--- config.mk ---
export PLATFORM = sky130hd
export DESIGN_NAME = rbr_backup_ctrl
export DESIGN_NICKNAME = d
export VERILOG_FILES = /design/src/shared/rbr_pkg.sv /design/src/core/rbr_backup_ctrl.sv
export VERILOG_INCLUDE_DIRS = /design/src /design/src/shared
export SDC_FILE = /design/constraint.sdc
export NUM_CORES = 1
export LEC_CHECK = 0
export BUFFER_PORTS_ARGS = -buffer_cell sky130_fd_sc_hd__buf_2
export CAP_MARGIN = 20
export CORE_ASPECT_RATIO = 1.5
export CORE_MARGIN = 2
export CORE_UTILIZATION = 27
export CTS_BUF_LIST = sky130_fd_sc_hd__clkbuf_4 sky130_fd_sc_hd__clkbuf_8
export DETAILED_ROUTE_END_ITERATION = 8
export PLACE_DENSITY = 0.46
export SYNTH_ARGS = -nofsm -noshare
export SYNTH_HDL_FRONTEND = slang
export SYNTH_SLANG_ARGS = --single-unit
--- constraint.sdc ---
create_clock -name sys_clk -period 4.4 [get_ports sys_clk]
set_input_delay 0.88 -clock sys_clk [delete_from_list [all_inputs] [get_ports sys_clk]]
set_output_delay 0.88 -clock sys_clk [all_outputs]
set_load 0.02 [all_outputs]
--- src/shared/rbr_defines.svh ---
// register map, field positions, opcodes and timing counts for the back-up and reset control
// assumes a 25 MHz machine-cycle clock and a 32-bit AXI4-Lite register bus
`ifndef RBR_DEFINES_SVH
`define RBR_DEFINES_SVH

// register byte offsets
`define RBR_ADDR_INSTR      8'h00
`define RBR_ADDR_STATUS     8'h04
`define RBR_ADDR_WAKE0      8'h08
`define RBR_ADDR_WAKE1      8'h0c
`define RBR_ADDR_WAKE2      8'h10
`define RBR_ADDR_PULLUP0    8'h14
`define RBR_ADDR_PULLUP1    8'h18
`define RBR_ADDR_PULLUP2    8'h1c
`define RBR_ADDR_EXTIRQ     8'h20

// instruction codes written to the instruction register
`define RBR_OP_BACKUP_EN    4'h1
`define RBR_OP_BACKUP_ENTER 4'h2
`define RBR_OP_WDT_RESTART  4'h3
`define RBR_OP_SKIP_PD      4'h4
`define RBR_OP_SEL_CERAMIC  4'h5
`define RBR_OP_SEL_RC       4'h6

// oscillator selection codes
`define RBR_OSC_RING        2'h0
`define RBR_OSC_CERAMIC     2'h1
`define RBR_OSC_RC          2'h2

// status register bit positions
`define RBR_ST_PD_BIT       0
`define RBR_ST_ARMED_BIT    1
`define RBR_ST_WDF_BIT      2
`define RBR_ST_OSC_LSB      4
`define RBR_ST_LOCK_BIT     6

// field positions inside control registers
`define RBR_EXTIRQ_LVL_BIT  2
`define RBR_WAKE1_P13_BIT   3

// reset and back-up values
`define RBR_CTRL_RST        4'h0
`define RBR_SP_INIT         3'h7

// bus responses
`define RBR_RESP_OKAY       2'b00
`define RBR_RESP_SLVERR     2'b10

// oscillator restart wait after wakeup
`define RBR_CLK_PERIOD_NS   40
`define RBR_OSC_RESTART_NS  640
`define RBR_OSC_RESTART_CYC ((`RBR_OSC_RESTART_NS + `RBR_CLK_PERIOD_NS - 1) / `RBR_CLK_PERIOD_NS)

`endif

--- src/shared/rbr_pkg.sv ---
// types shared by the back-up and reset control and its bench
// assumes the constants of rbr_defines.svh
package rbr_pkg;

  // sequencer states
  typedef enum logic [1:0] {
    ST_RESET,
    ST_RUN,
    ST_BACKUP,
    ST_WAKE
  } rbr_state_t;

  // decoded register selector
  typedef enum logic [3:0] {
    REG_NONE,
    REG_INSTR,
    REG_STATUS,
    REG_WAKE0,
    REG_WAKE1,
    REG_WAKE2,
    REG_PU0,
    REG_PU1,
    REG_PU2,
    REG_EXTIRQ
  } rbr_reg_t;

  // wakeup-capable pins, same layout as the pull-up enables
  typedef struct packed {
    logic       dualK;
    logic       dualC;
    logic [1:0] p2;
    logic [3:0] p1;
    logic [3:0] p0;
  } rbr_pins_t;

  // pulses and levels handed to the cpu core
  typedef struct packed {
    logic       cpuHold;
    logic       pcZero;
    logic       backupInit;
    logic       spLoad;
    logic [2:0] spValue;
    logic       portReset;
    logic       portCLatchSet;
    logic       oscRun;
    logic       skipNext;
  } rbr_cpu_t;

endpackage

--- src/core/rbr_backup_ctrl.sv ---
// reset and ram back-up sequencer with an axi4-lite register slave
// assumes sys_clk is the machine-cycle clock, the cpu obeys cpuCtl, and pins are asynchronous
`timescale 1ns/1ps
`include "rbr_defines.svh"

module rbr_backup_ctrl (
  // clock and reset
  input  wire logic              sys_clk,
  input  wire logic              rst_n,
  // axi4-lite write address and data
  input  wire logic              s_axi_awvalid,
  output logic                   s_axi_awready,
  input  wire logic [7:0]        s_axi_awaddr,
  input  wire logic              s_axi_wvalid,
  output logic                   s_axi_wready,
  input  wire logic [31:0]       s_axi_wdata,
  input  wire logic [3:0]        s_axi_wstrb,
  // axi4-lite write response
  output logic                   s_axi_bvalid,
  input  wire logic              s_axi_bready,
  output logic [1:0]             s_axi_bresp,
  // axi4-lite read
  input  wire logic              s_axi_arvalid,
  output logic                   s_axi_arready,
  input  wire logic [7:0]        s_axi_araddr,
  output logic                   s_axi_rvalid,
  input  wire logic              s_axi_rready,
  output logic [31:0]            s_axi_rdata,
  output logic [1:0]             s_axi_rresp,
  // external pins
  input  wire logic              resetPinN,
  input  wire rbr_pkg::rbr_pins_t wakePins,
  // watchdog, same clock
  input  wire logic              wdtFlagSet,
  input  wire logic              wdtResetReq,
  // to cpu core, ports and clock unit
  output rbr_pkg::rbr_cpu_t      cpuCtl,
  output logic [11:0]            pullupEn,
  output logic [1:0]             oscSel
);

  // whole module state
  typedef struct packed {
    rbr_pkg::rbr_state_t state;
    rbr_pkg::rbr_pins_t  pinSync1;
    rbr_pkg::rbr_pins_t  pinSync2;
    logic                rstSync1;
    logic                rstSync2;
    logic                armed;
    logic                pdFlag;
    logic                wdFlag1;
    logic                oscLocked;
    logic [1:0]          oscSel;
    logic [3:0]          wake0;
    logic [3:0]          wake1;
    logic [3:0]          wake2;
    logic [3:0]          pu0;
    logic [3:0]          pu1;
    logic [3:0]          pu2;
    logic [3:0]          extIrq;
    logic [4:0]          wakeCnt;
    rbr_pkg::rbr_cpu_t   cpu;
    logic [11:0]         pullupEn;
    logic                awTaken;
    logic                wTaken;
    logic [7:0]          awAddr;
    logic [31:0]         wData;
    logic [3:0]          wStrb;
    logic                awready;
    logic                wready;
    logic                bvalid;
    logic [1:0]          bresp;
    logic                arready;
    logic                rvalid;
    logic [31:0]         rdata;
    logic [1:0]          rresp;
  } rbr_regs_t;

  rbr_regs_t cur_ff;
  rbr_regs_t nxt_cur;

  // address decoder shared by write and read paths
  function automatic rbr_pkg::rbr_reg_t rbrDecode(input logic [7:0] addr);
    rbr_pkg::rbr_reg_t sel;
    sel = rbr_pkg::REG_NONE;
    unique case (addr)
      `RBR_ADDR_INSTR:   sel = rbr_pkg::REG_INSTR;
      `RBR_ADDR_STATUS:  sel = rbr_pkg::REG_STATUS;
      `RBR_ADDR_WAKE0:   sel = rbr_pkg::REG_WAKE0;
      `RBR_ADDR_WAKE1:   sel = rbr_pkg::REG_WAKE1;
      `RBR_ADDR_WAKE2:   sel = rbr_pkg::REG_WAKE2;
      `RBR_ADDR_PULLUP0: sel = rbr_pkg::REG_PU0;
      `RBR_ADDR_PULLUP1: sel = rbr_pkg::REG_PU1;
      `RBR_ADDR_PULLUP2: sel = rbr_pkg::REG_PU2;
      `RBR_ADDR_EXTIRQ:  sel = rbr_pkg::REG_EXTIRQ;
      default:           sel = rbr_pkg::REG_NONE;
    endcase
    return sel;
  endfunction

  // level-sensitive wakeup match on synchronised pins
  logic [11:0] wakeHitVec;
  logic        wakeLvl;
  logic        wakeHit;
  logic [3:0]  wrOp;
  logic        wrDo;
  rbr_pkg::rbr_reg_t wrSel;
  rbr_pkg::rbr_reg_t rdSel;

  // per-pin wakeup terms
  always_comb
  begin
    wakeLvl = cur_ff.extIrq[`RBR_EXTIRQ_LVL_BIT];
    wakeHitVec[3:0] = cur_ff.wake0 & ~cur_ff.pinSync2.p0;
    wakeHitVec[6:4] = cur_ff.wake1[2:0] & ~cur_ff.pinSync2.p1[2:0];
    if (cur_ff.wake1[`RBR_WAKE1_P13_BIT])
    begin
      wakeHitVec[7] = ~cur_ff.pinSync2.p1[3];
    end
    else
    begin
      wakeHitVec[7] = (cur_ff.pinSync2.p1[3] == wakeLvl);
    end
    wakeHitVec[9:8] = cur_ff.wake2[1:0] & ~cur_ff.pinSync2.p2;
    wakeHitVec[10] = cur_ff.wake2[2] & (cur_ff.pinSync2.dualC == wakeLvl);
    wakeHitVec[11] = cur_ff.wake2[3] & (cur_ff.pinSync2.dualK == wakeLvl);
    wakeHit = |wakeHitVec;
  end

  // next-state logic for the bus slave and the sequencer
  always_comb
  begin
    nxt_cur = cur_ff;
    wrSel = rbrDecode(cur_ff.awAddr);
    rdSel = rbrDecode(s_axi_araddr);
    wrDo = cur_ff.awTaken && cur_ff.wTaken && !cur_ff.bvalid;
    wrOp = cur_ff.wData[3:0];

    // two-stage synchronisers
    nxt_cur.pinSync1 = wakePins;
    nxt_cur.pinSync2 = cur_ff.pinSync1;
    nxt_cur.rstSync1 = resetPinN;
    nxt_cur.rstSync2 = cur_ff.rstSync1;

    // one-cycle pulses default low
    nxt_cur.cpu.pcZero = 1'b0;
    nxt_cur.cpu.backupInit = 1'b0;
    nxt_cur.cpu.spLoad = 1'b0;
    nxt_cur.cpu.portCLatchSet = 1'b0;
    nxt_cur.cpu.skipNext = 1'b0;

    // write address and data, either order
    if (s_axi_awvalid && cur_ff.awready)
    begin
      nxt_cur.awTaken = 1'b1;
      nxt_cur.awAddr = s_axi_awaddr;
      nxt_cur.awready = 1'b0;
    end
    if (s_axi_wvalid && cur_ff.wready)
    begin
      nxt_cur.wTaken = 1'b1;
      nxt_cur.wData = s_axi_wdata;
      nxt_cur.wStrb = s_axi_wstrb;
      nxt_cur.wready = 1'b0;
    end

    // register write and response
    if (wrDo)
    begin
      nxt_cur.awTaken = 1'b0;
      nxt_cur.wTaken = 1'b0;
      nxt_cur.bvalid = 1'b1;
      nxt_cur.bresp = (wrSel == rbr_pkg::REG_NONE) ? `RBR_RESP_SLVERR : `RBR_RESP_OKAY;
      if (cur_ff.wStrb[0])
      begin
        unique case (wrSel)
          rbr_pkg::REG_WAKE0:  nxt_cur.wake0 = wrOp;
          rbr_pkg::REG_WAKE1:  nxt_cur.wake1 = wrOp;
          rbr_pkg::REG_WAKE2:  nxt_cur.wake2 = wrOp;
          rbr_pkg::REG_PU0:    nxt_cur.pu0 = wrOp;
          rbr_pkg::REG_PU1:    nxt_cur.pu1 = wrOp;
          rbr_pkg::REG_PU2:    nxt_cur.pu2 = wrOp;
          rbr_pkg::REG_EXTIRQ: nxt_cur.extIrq = wrOp;
          default:             nxt_cur.bresp = nxt_cur.bresp;
        endcase
      end
    end
    if (cur_ff.bvalid && s_axi_bready)
    begin
      nxt_cur.bvalid = 1'b0;
      nxt_cur.awready = 1'b1;
      nxt_cur.wready = 1'b1;
    end

    // register read, pull-ups read as zero
    if (s_axi_arvalid && cur_ff.arready)
    begin
      nxt_cur.arready = 1'b0;
      nxt_cur.rvalid = 1'b1;
      nxt_cur.rdata = 32'h0;
      nxt_cur.rresp = `RBR_RESP_OKAY;
      unique case (rdSel)
        rbr_pkg::REG_STATUS:
        begin
          nxt_cur.rdata[`RBR_ST_PD_BIT] = cur_ff.pdFlag;
          nxt_cur.rdata[`RBR_ST_ARMED_BIT] = cur_ff.armed;
          nxt_cur.rdata[`RBR_ST_WDF_BIT] = cur_ff.wdFlag1;
          nxt_cur.rdata[`RBR_ST_OSC_LSB +: 2] = cur_ff.oscSel;
          nxt_cur.rdata[`RBR_ST_LOCK_BIT] = cur_ff.oscLocked;
        end
        rbr_pkg::REG_WAKE0:  nxt_cur.rdata[3:0] = cur_ff.wake0;
        rbr_pkg::REG_WAKE1:  nxt_cur.rdata[3:0] = cur_ff.wake1;
        rbr_pkg::REG_WAKE2:  nxt_cur.rdata[3:0] = cur_ff.wake2;
        rbr_pkg::REG_EXTIRQ: nxt_cur.rdata[3:0] = cur_ff.extIrq;
        rbr_pkg::REG_NONE:   nxt_cur.rresp = `RBR_RESP_SLVERR;
        default:             nxt_cur.rresp = `RBR_RESP_OKAY;
      endcase
    end
    if (cur_ff.rvalid && s_axi_rready)
    begin
      nxt_cur.rvalid = 1'b0;
      nxt_cur.arready = 1'b1;
    end

    // watchdog flag, set beats restart clear
    if (wrDo && wrSel == rbr_pkg::REG_INSTR && cur_ff.state == rbr_pkg::ST_RUN && cur_ff.wStrb[0]
        && wrOp == `RBR_OP_WDT_RESTART)
    begin
      nxt_cur.wdFlag1 = 1'b0;
    end

    // sequencer
    unique case (cur_ff.state)
      rbr_pkg::ST_RESET:
      begin
        nxt_cur.cpu.cpuHold = 1'b1;
        nxt_cur.cpu.portReset = 1'b1;
        if (cur_ff.rstSync2)
        begin
          nxt_cur.state = rbr_pkg::ST_RUN;
          nxt_cur.cpu.cpuHold = 1'b0;
          nxt_cur.cpu.portReset = 1'b0;
          nxt_cur.cpu.pcZero = 1'b1;
        end
      end
      rbr_pkg::ST_RUN:
      begin
        if (wrDo && wrSel == rbr_pkg::REG_INSTR && cur_ff.wStrb[0])
        begin
          nxt_cur.armed = (wrOp == `RBR_OP_BACKUP_EN);
          if (wrOp == `RBR_OP_BACKUP_ENTER && cur_ff.armed)
          begin
            nxt_cur.state = rbr_pkg::ST_BACKUP;
            nxt_cur.cpu.cpuHold = 1'b1;
            nxt_cur.cpu.oscRun = 1'b0;
            nxt_cur.cpu.backupInit = 1'b1;
            nxt_cur.cpu.spLoad = 1'b1;
            nxt_cur.cpu.portCLatchSet = 1'b1;
            nxt_cur.wdFlag1 = 1'b0;
          end
          if (wrOp == `RBR_OP_SKIP_PD)
          begin
            nxt_cur.cpu.skipNext = cur_ff.pdFlag;
          end
          if ((wrOp == `RBR_OP_SEL_CERAMIC || wrOp == `RBR_OP_SEL_RC) && !cur_ff.oscLocked)
          begin
            nxt_cur.oscLocked = 1'b1;
            nxt_cur.oscSel = (wrOp == `RBR_OP_SEL_RC) ? `RBR_OSC_RC : `RBR_OSC_CERAMIC;
          end
        end
      end
      rbr_pkg::ST_BACKUP:
      begin
        if (wakeHit)
        begin
          nxt_cur.state = rbr_pkg::ST_WAKE;
          nxt_cur.cpu.oscRun = 1'b1;
          nxt_cur.wakeCnt = 5'h0;
        end
      end
      rbr_pkg::ST_WAKE:
      begin
        nxt_cur.wakeCnt = cur_ff.wakeCnt + 5'h1;
        if (cur_ff.wakeCnt == 5'(`RBR_OSC_RESTART_CYC - 1))
        begin
          nxt_cur.state = rbr_pkg::ST_RUN;
          nxt_cur.cpu.cpuHold = 1'b0;
          nxt_cur.cpu.pcZero = 1'b1;
          nxt_cur.pdFlag = 1'b1;
        end
      end
    endcase

    // watchdog flag set wins over the restart and back-up entry clears
    if (wdtFlagSet)
    begin
      nxt_cur.wdFlag1 = 1'b1;
    end

    // reset pin or watchdog reset: cold start; only listed state is touched
    if (!cur_ff.rstSync2 || wdtResetReq)
    begin
      nxt_cur.state = rbr_pkg::ST_RESET;
      nxt_cur.cpu.cpuHold = 1'b1;
      nxt_cur.cpu.portReset = 1'b1;
      nxt_cur.cpu.oscRun = 1'b1;
      nxt_cur.cpu.pcZero = 1'b0;
      nxt_cur.cpu.backupInit = 1'b0;                                             // no entry when reset wins
      nxt_cur.cpu.spLoad = 1'b0;
      nxt_cur.cpu.portCLatchSet = 1'b0;
      nxt_cur.pdFlag = 1'b0;
      nxt_cur.armed = 1'b0;
      nxt_cur.wdFlag1 = 1'b0;
      nxt_cur.oscSel = `RBR_OSC_RING;
      nxt_cur.oscLocked = 1'b0;
      nxt_cur.wake0 = `RBR_CTRL_RST;
      nxt_cur.wake1 = `RBR_CTRL_RST;
      nxt_cur.wake2 = `RBR_CTRL_RST;
      nxt_cur.pu0 = `RBR_CTRL_RST;
      nxt_cur.pu1 = `RBR_CTRL_RST;
      nxt_cur.pu2 = `RBR_CTRL_RST;
      nxt_cur.extIrq = `RBR_CTRL_RST;
    end

    // pull-up enables, off while ports are in reset
    nxt_cur.pullupEn = nxt_cur.cpu.portReset ? 12'h0 : {nxt_cur.pu2, nxt_cur.pu1, nxt_cur.pu0};
  end

  // state register with synchronous reset
  always_ff @(posedge sys_clk)
  begin
    if (!rst_n)
    begin
      cur_ff <= '0;
      cur_ff.state <= rbr_pkg::ST_RESET;
      cur_ff.oscSel <= `RBR_OSC_RING;
      cur_ff.cpu.cpuHold <= 1'b1;
      cur_ff.cpu.portReset <= 1'b1;
      cur_ff.cpu.oscRun <= 1'b1;
      cur_ff.cpu.spValue <= `RBR_SP_INIT;
      cur_ff.awready <= 1'b1;
      cur_ff.wready <= 1'b1;
      cur_ff.arready <= 1'b1;
    end
    else
    begin
      cur_ff <= nxt_cur;
    end
  end

  // outputs straight from the state register
  assign s_axi_awready = cur_ff.awready;
  assign s_axi_wready  = cur_ff.wready;
  assign s_axi_bvalid  = cur_ff.bvalid;
  assign s_axi_bresp   = cur_ff.bresp;
  assign s_axi_arready = cur_ff.arready;
  assign s_axi_rvalid  = cur_ff.rvalid;
  assign s_axi_rdata   = cur_ff.rdata;
  assign s_axi_rresp   = cur_ff.rresp;
  assign cpuCtl        = cur_ff.cpu;
  assign pullupEn      = cur_ff.pullupEn;
  assign oscSel        = cur_ff.oscSel;

endmodule

* Word level (Yosys, flattened, before mapping)
Cells that the tools add are included.
** Storage, ports and cells
- Register bits after elaboration :: 118
- Latch bits :: 0
- RAM bits :: 0
- ROM bits :: 0
- Logic and storage cells :: 200
- Memories :: 0
** Cells by class
- Add/subtract/negate cells :: 1
- Multipliers :: 0
- Divide/modulo/power cells :: 0
- Order comparisons :: 0
- Equal/unequal tests :: 47
- Shift-type cells :: 0
- Mux-type cells :: 46
- Bitwise gates (word level) :: 12
- Reduce and logical (&&, ||, !) cells :: 46
** Operator list (count)
- $pmux W4 S9 :: 2
- $eq A8 B5 Y1 const B :: 8
- $mux W16 :: 3
- $eq A4 B3 Y1 const B :: 9
- $eq A8 B4 Y1 const B :: 4
- $mux W2 :: 12
- $mux W4 :: 6
- $eq A4 B2 Y1 const B :: 5
- $eq A8 B3 Y1 const B :: 2
- $eq A8 B6 Y1 const B :: 2
- $logic_not A8 Y1 :: 2
- $pmux W3 S5 :: 1
- $reduce_and A3 Y1 :: 5
- $logic_and A1 B1 Y1 :: 14
- $eq A4 B4 Y1 const B :: 3
- $mux W3 :: 4
- $reduce_and A4 Y1 :: 3
- $reduce_or A12 Y1 :: 1
- $mux W1 :: 11
- $pmux W5 S2 :: 1
- $reduce_or A2 Y1 :: 5
- $eq A4 B1 Y1 const B :: 2
- $logic_not A4 Y1 :: 2
- $pmux W2 S4 :: 1
- other kinds (27) :: 44

* Logic depth before layout (Yosys ltp)
- Word-level depth :: 12
- Depth in mapped cells :: 7
- Mapped depth without buffers :: 7

* Least setup slack after synthesis
No wires, ideal clock.
- Path type :: input-to-reg
- From :: input port s_axi_araddr[1]
- To :: register cur_ff, in the netlist s_axi_rdata[4]
- Setup time :: 0.065 ns
- Arrival time :: 2.211 ns
- Slack :: 2.123 ns
- Cell stages on the path :: 5
- Buffers on the path :: 0
- Cell sequence :: or4_1 -> or3_4 -> nor4b_4 -> a22oi_1 -> nor2_1
** Between the ends
- Longest elaborated chain between the ends :: 4
- Elaborated cells between the ends (all ways) :: 12
- Classes of those cells :: eq/ne (9); mux (2); reduce/logical (1)
** Ends and longest elaborated chain
- start: declaration :: RTL line rbr_backup_ctrl.sv:25 : input wire logic [7:0] s_axi_araddr,
- $eq A8 B6 Y1, or another cell as far along :: RTL line rbr_backup_ctrl.sv:86 : unique case (addr)
- $pmux W4 S9 (*) :: RTL line rbr_backup_ctrl.sv:86
- $eq A4 B2 Y1 (*) :: RTL line rbr_backup_ctrl.sv:202 : unique case (rdSel)
- $mux W3 (*) :: RTL line rbr_backup_ctrl.sv:202
- end signal: assignment :: RTL line rbr_backup_ctrl.sv:347 : cur_ff <= nxt_cur;
- end: declaration :: RTL line rbr_backup_ctrl.sv:79 : rbr_regs_t cur_ff;
Mark *: on every way between the ends. The rest lies on a longest branch, timed or not.
A chain may end at the register's enable or synchronous reset.

* Final worst setup path
- From :: register cur_ff[46] (netlist name)
- To :: register cur_ff[175] (netlist name)
** Between the ends
- Longest elaborated chain between the ends :: 4
** Ends and longest elaborated chain
- $eq A4 B2 Y1 (no line)
- $logic_and A1 B1 Y1 :: RTL line rbr_backup_ctrl.sv:251 : if (wrOp == `RBR_OP_BACKUP_ENTER && cur_ff.armed)
- $ne A2 B1 Y1 (no line)
- $reduce_and A5 Y1 (no line)
Every way passes these cells.

==> out/results.ini <==
[run_status]
status = completed

[pwr]
intPower_mw = 1.67
p_clk_share_pct = 45.2
power_mw = 2.23
peakVddDrop_uv = 129
p_per_area_nw_per_um2 = 401
pwr-share-seq_pct = 48.5
netSwitchingFraction_pct = 25.2
p_sw_mw = 0.562
combPwrFrac_pct = 6.2
p_leak_nw = 2.27

[placement]
place_inst = 779
placed_area_um2 = 5160
numPortBuffers = 78
dp_hpwl_um = 8330
globalplace.congestion = 0.814

[drt]
drcViolationCount = 0
routed_via_density = 4.49
dr.first_iter.drc_count = 108
wl_per_cell_um = 13.7
dr.pass1.iters = 4
ant_nets = 0
vias = 3645
postRouteWirelength_um = 11100

[global_routing]
grt_remaining_overflow = 0
grt_pass1_vias = 3585
grt_antenna_before_repair = 0
grt_max_degree = 33
grt_pass1_wl_um = 17800
grt.total_usage_pct = 11.9

[clocking]
cts_setup_buffers = 0
cts.path.max_buffers = 2
clk_pin_slew_ns = 0.07
numCtsBuffers = 17
root_buffer = clkbuf_8
clock_latency_ns = 0.43
cts_sinks = 114
ctsHoldBuffers = 0
cts.repair.resized = 0
cts-htree-levels = 4
cts_tree = done

[cells_and_area]
nNetsFinal = 662
postLayoutCoreUtil_pct = 31.0
syn2layout_area_growth_pct = 13.2
layout-drive-gt1-share_pct = 22.4
antenna_cells = 0
final_design_area_no_fill_um2 = 5570
instances_no_fill = 811

[timing]
finalSetupViolations = 0
rsz0062_at_grt = false
finalCritPeriodShare_pct = 51.3
hold_viol = 0
finalCriticalPeriod_ns = 2.26
worst_slew_margin_rel_pct = 56.9
fin_setup_tns_ns = 0
fmax_mhz = 443
clock_skew_ns = 0.0149
drv_slew = 0
worstMarginPinSlew_ns = 0.642

[synthesis]
synth_top_flop_cell = dfxtp_1
synth_edf_count = 0
yosys.area.top_type_share_pct = 46.4
synth_area_leaders = dfxtp_1, buf_4, mux2i_1
yosysUniqueCellTypes = 53
synth.yosys.warnings = 0
synth_area_leader_cell = dfxtp_1
netlist_area_um2 = 4920
async_flop_share_pct = 0
synth_most_common_cell = dfxtp_1
synth_seq_cells = 114
ys_seq_area_share_pct = 46.4
synthCells = 539
ys_top_cells_by_count = dfxtp_1, nor2_1, buf_4, a21oi_1, nand2_1
syn_area_per_cell_um2 = 9.13

[floorplan]
start_util_pct = 27.4
die_h_um = 169
io_pins = 140
coreArea_um2 = 17900
die_w_um = 114
rows = 60
die_area_um2 = 19300

[worst_setup_path]
regToRegStartpoint = cur_ff[46]
crit_path_top_delay_cell = dfxtp_1
required_ns = 4.71
rr_endpoint = cur_ff[175]
cp-startpoint = cur_ff[46]
rrSetupSlack_ns = 2.14
crit_fanout = 13
arrival_ns = 2.56
worstSetupPathType = flip-flop to flip-flop
endpoint_kind = flip-flop
reg2reg_depth = 5
startpoint_type = flip-flop
crit_chain = and2b_2 -> nand3_1 -> o31a_1 -> a2111oi_4 -> mux2_4
cp_slowest_stage_delay_ns = 0.65

[worst_hold_path]
min_delay_path_depth = 1
hold_class = flip-flop to flip-flop
hp-start = cur_ff[171]
hold_path_end = cur_ff[159]

[flow_run]
cap_violations = 0

[per-layer routing]
layer	part of all wire (%)	wire length (um)	vias to the layer above	track usage, %
met5	0	0	-	0
met4	3.2	355	0	6.26
met3	2.9	326	20	3.11
met2	53	5890	89	21.4
met1	41	4570	1711	12.5
li1	-	-	1825	-
[final cells by class]
type,count,area (um2)
inverters,16,60.1
repair buffers,82,420
multi-input cells,350,2120
clock buffers,21,289
clock inverters,11,125
well taps,217,272
fillers,1912,12400
flip-flops and latches,114,2280
[power groups by stage]
stage,registers [mW],clock network [mW],logic [mW]
after floorplan,1.10,0,0.124
after detailed placement,1.11,0,0.140
after global placement,1.11,0,0.138
final,1.08,1.01,0.139
after global routing,1.09,1.08,0.154
after CTS,1.08,1.04,0.140
[flip-flops by register name (all words and copies together), names as in the netlist]
name	flops
s_axi_bvalid	1
s_axi_rvalid	1
pullupEn	12
s_axi_awready	1
oscSel	2
s_axi_wready	1
cpuCtl	6
s_axi_rresp	1
s_axi_rdata	7
cur_ff	80
s_axi_bresp	1
s_axi_arready	1
[worst max-delay path: cells and delay by family (launching register included)]
family,cells,cell delay [ns]
compound gates,2,0.75
flops,1,0.65
simple gates,2,0.41
mux,1,0.33
[through the flow]
step	hold slack, ns	worst slack [ns]
after detailed placement	0.417	1.88
after floorplan	0.412	2.12
final	0.431	2.14
after global placement	0.424	1.94
after global routing	0.445	2.01
after CTS	0.434	2.11
[placed cells by master, fill, tap and decap left out, types with 2 or more instances in the layout]
cell type,n
dfxtp_1,114
conb_1,30
a21oi_1,30
nor3_1,8
inv_6,2
nand2_1,29
mux2_2,5
nor4_1,3
clkinv_2,2
nor2b_1,13
a2111oi_0,2
mux2i_1,28
a211oi_1,2
bufinv_16,2
clkbuf_8,21
nand4_1,3
nand3_1,18
and2_1,28
nand2b_1,8
a22oi_1,11
nor2_1,65
buf_4,4
and4_1,2
o21ai_0,18
or3_1,4
ha_1,7
o22ai_1,2
o221ai_1,4
buf_2,78
or2_2,2
clkinvlp_4,5
inv_1,16
and3_1,3
nand3b_1,3
[kinds of logic (layout without fill, tap and decap cells)]
group,count (synthesis),count (layout),share of synthesized area (%)
and+or+nand+nor,199,199,21.1
muxes,34,34,7.14
buffers and inverters,103,130,12.7
DFF,114,114,46.4
other,2,30,0.153
xor gates and xnor gates,1,1,0.178
AOI/OAI and AO/OA,79,79,10.6
adders and majority gates,7,7,1.78
[worst max path at each step]
stage               depth (start not counted)             end  slack [ns]
global placement                            6  s_axi_rdata[5]        1.94
global route                                5     cur_ff[175]        2.01
CTS                                         5     cur_ff[175]        2.11
detailed placement                          6  s_axi_rdata[5]        1.88
floorplan                                   5  s_axi_rdata[4]        2.12
finish                                      5     cur_ff[175]        2.14
(Power assumes the default switching activity.)
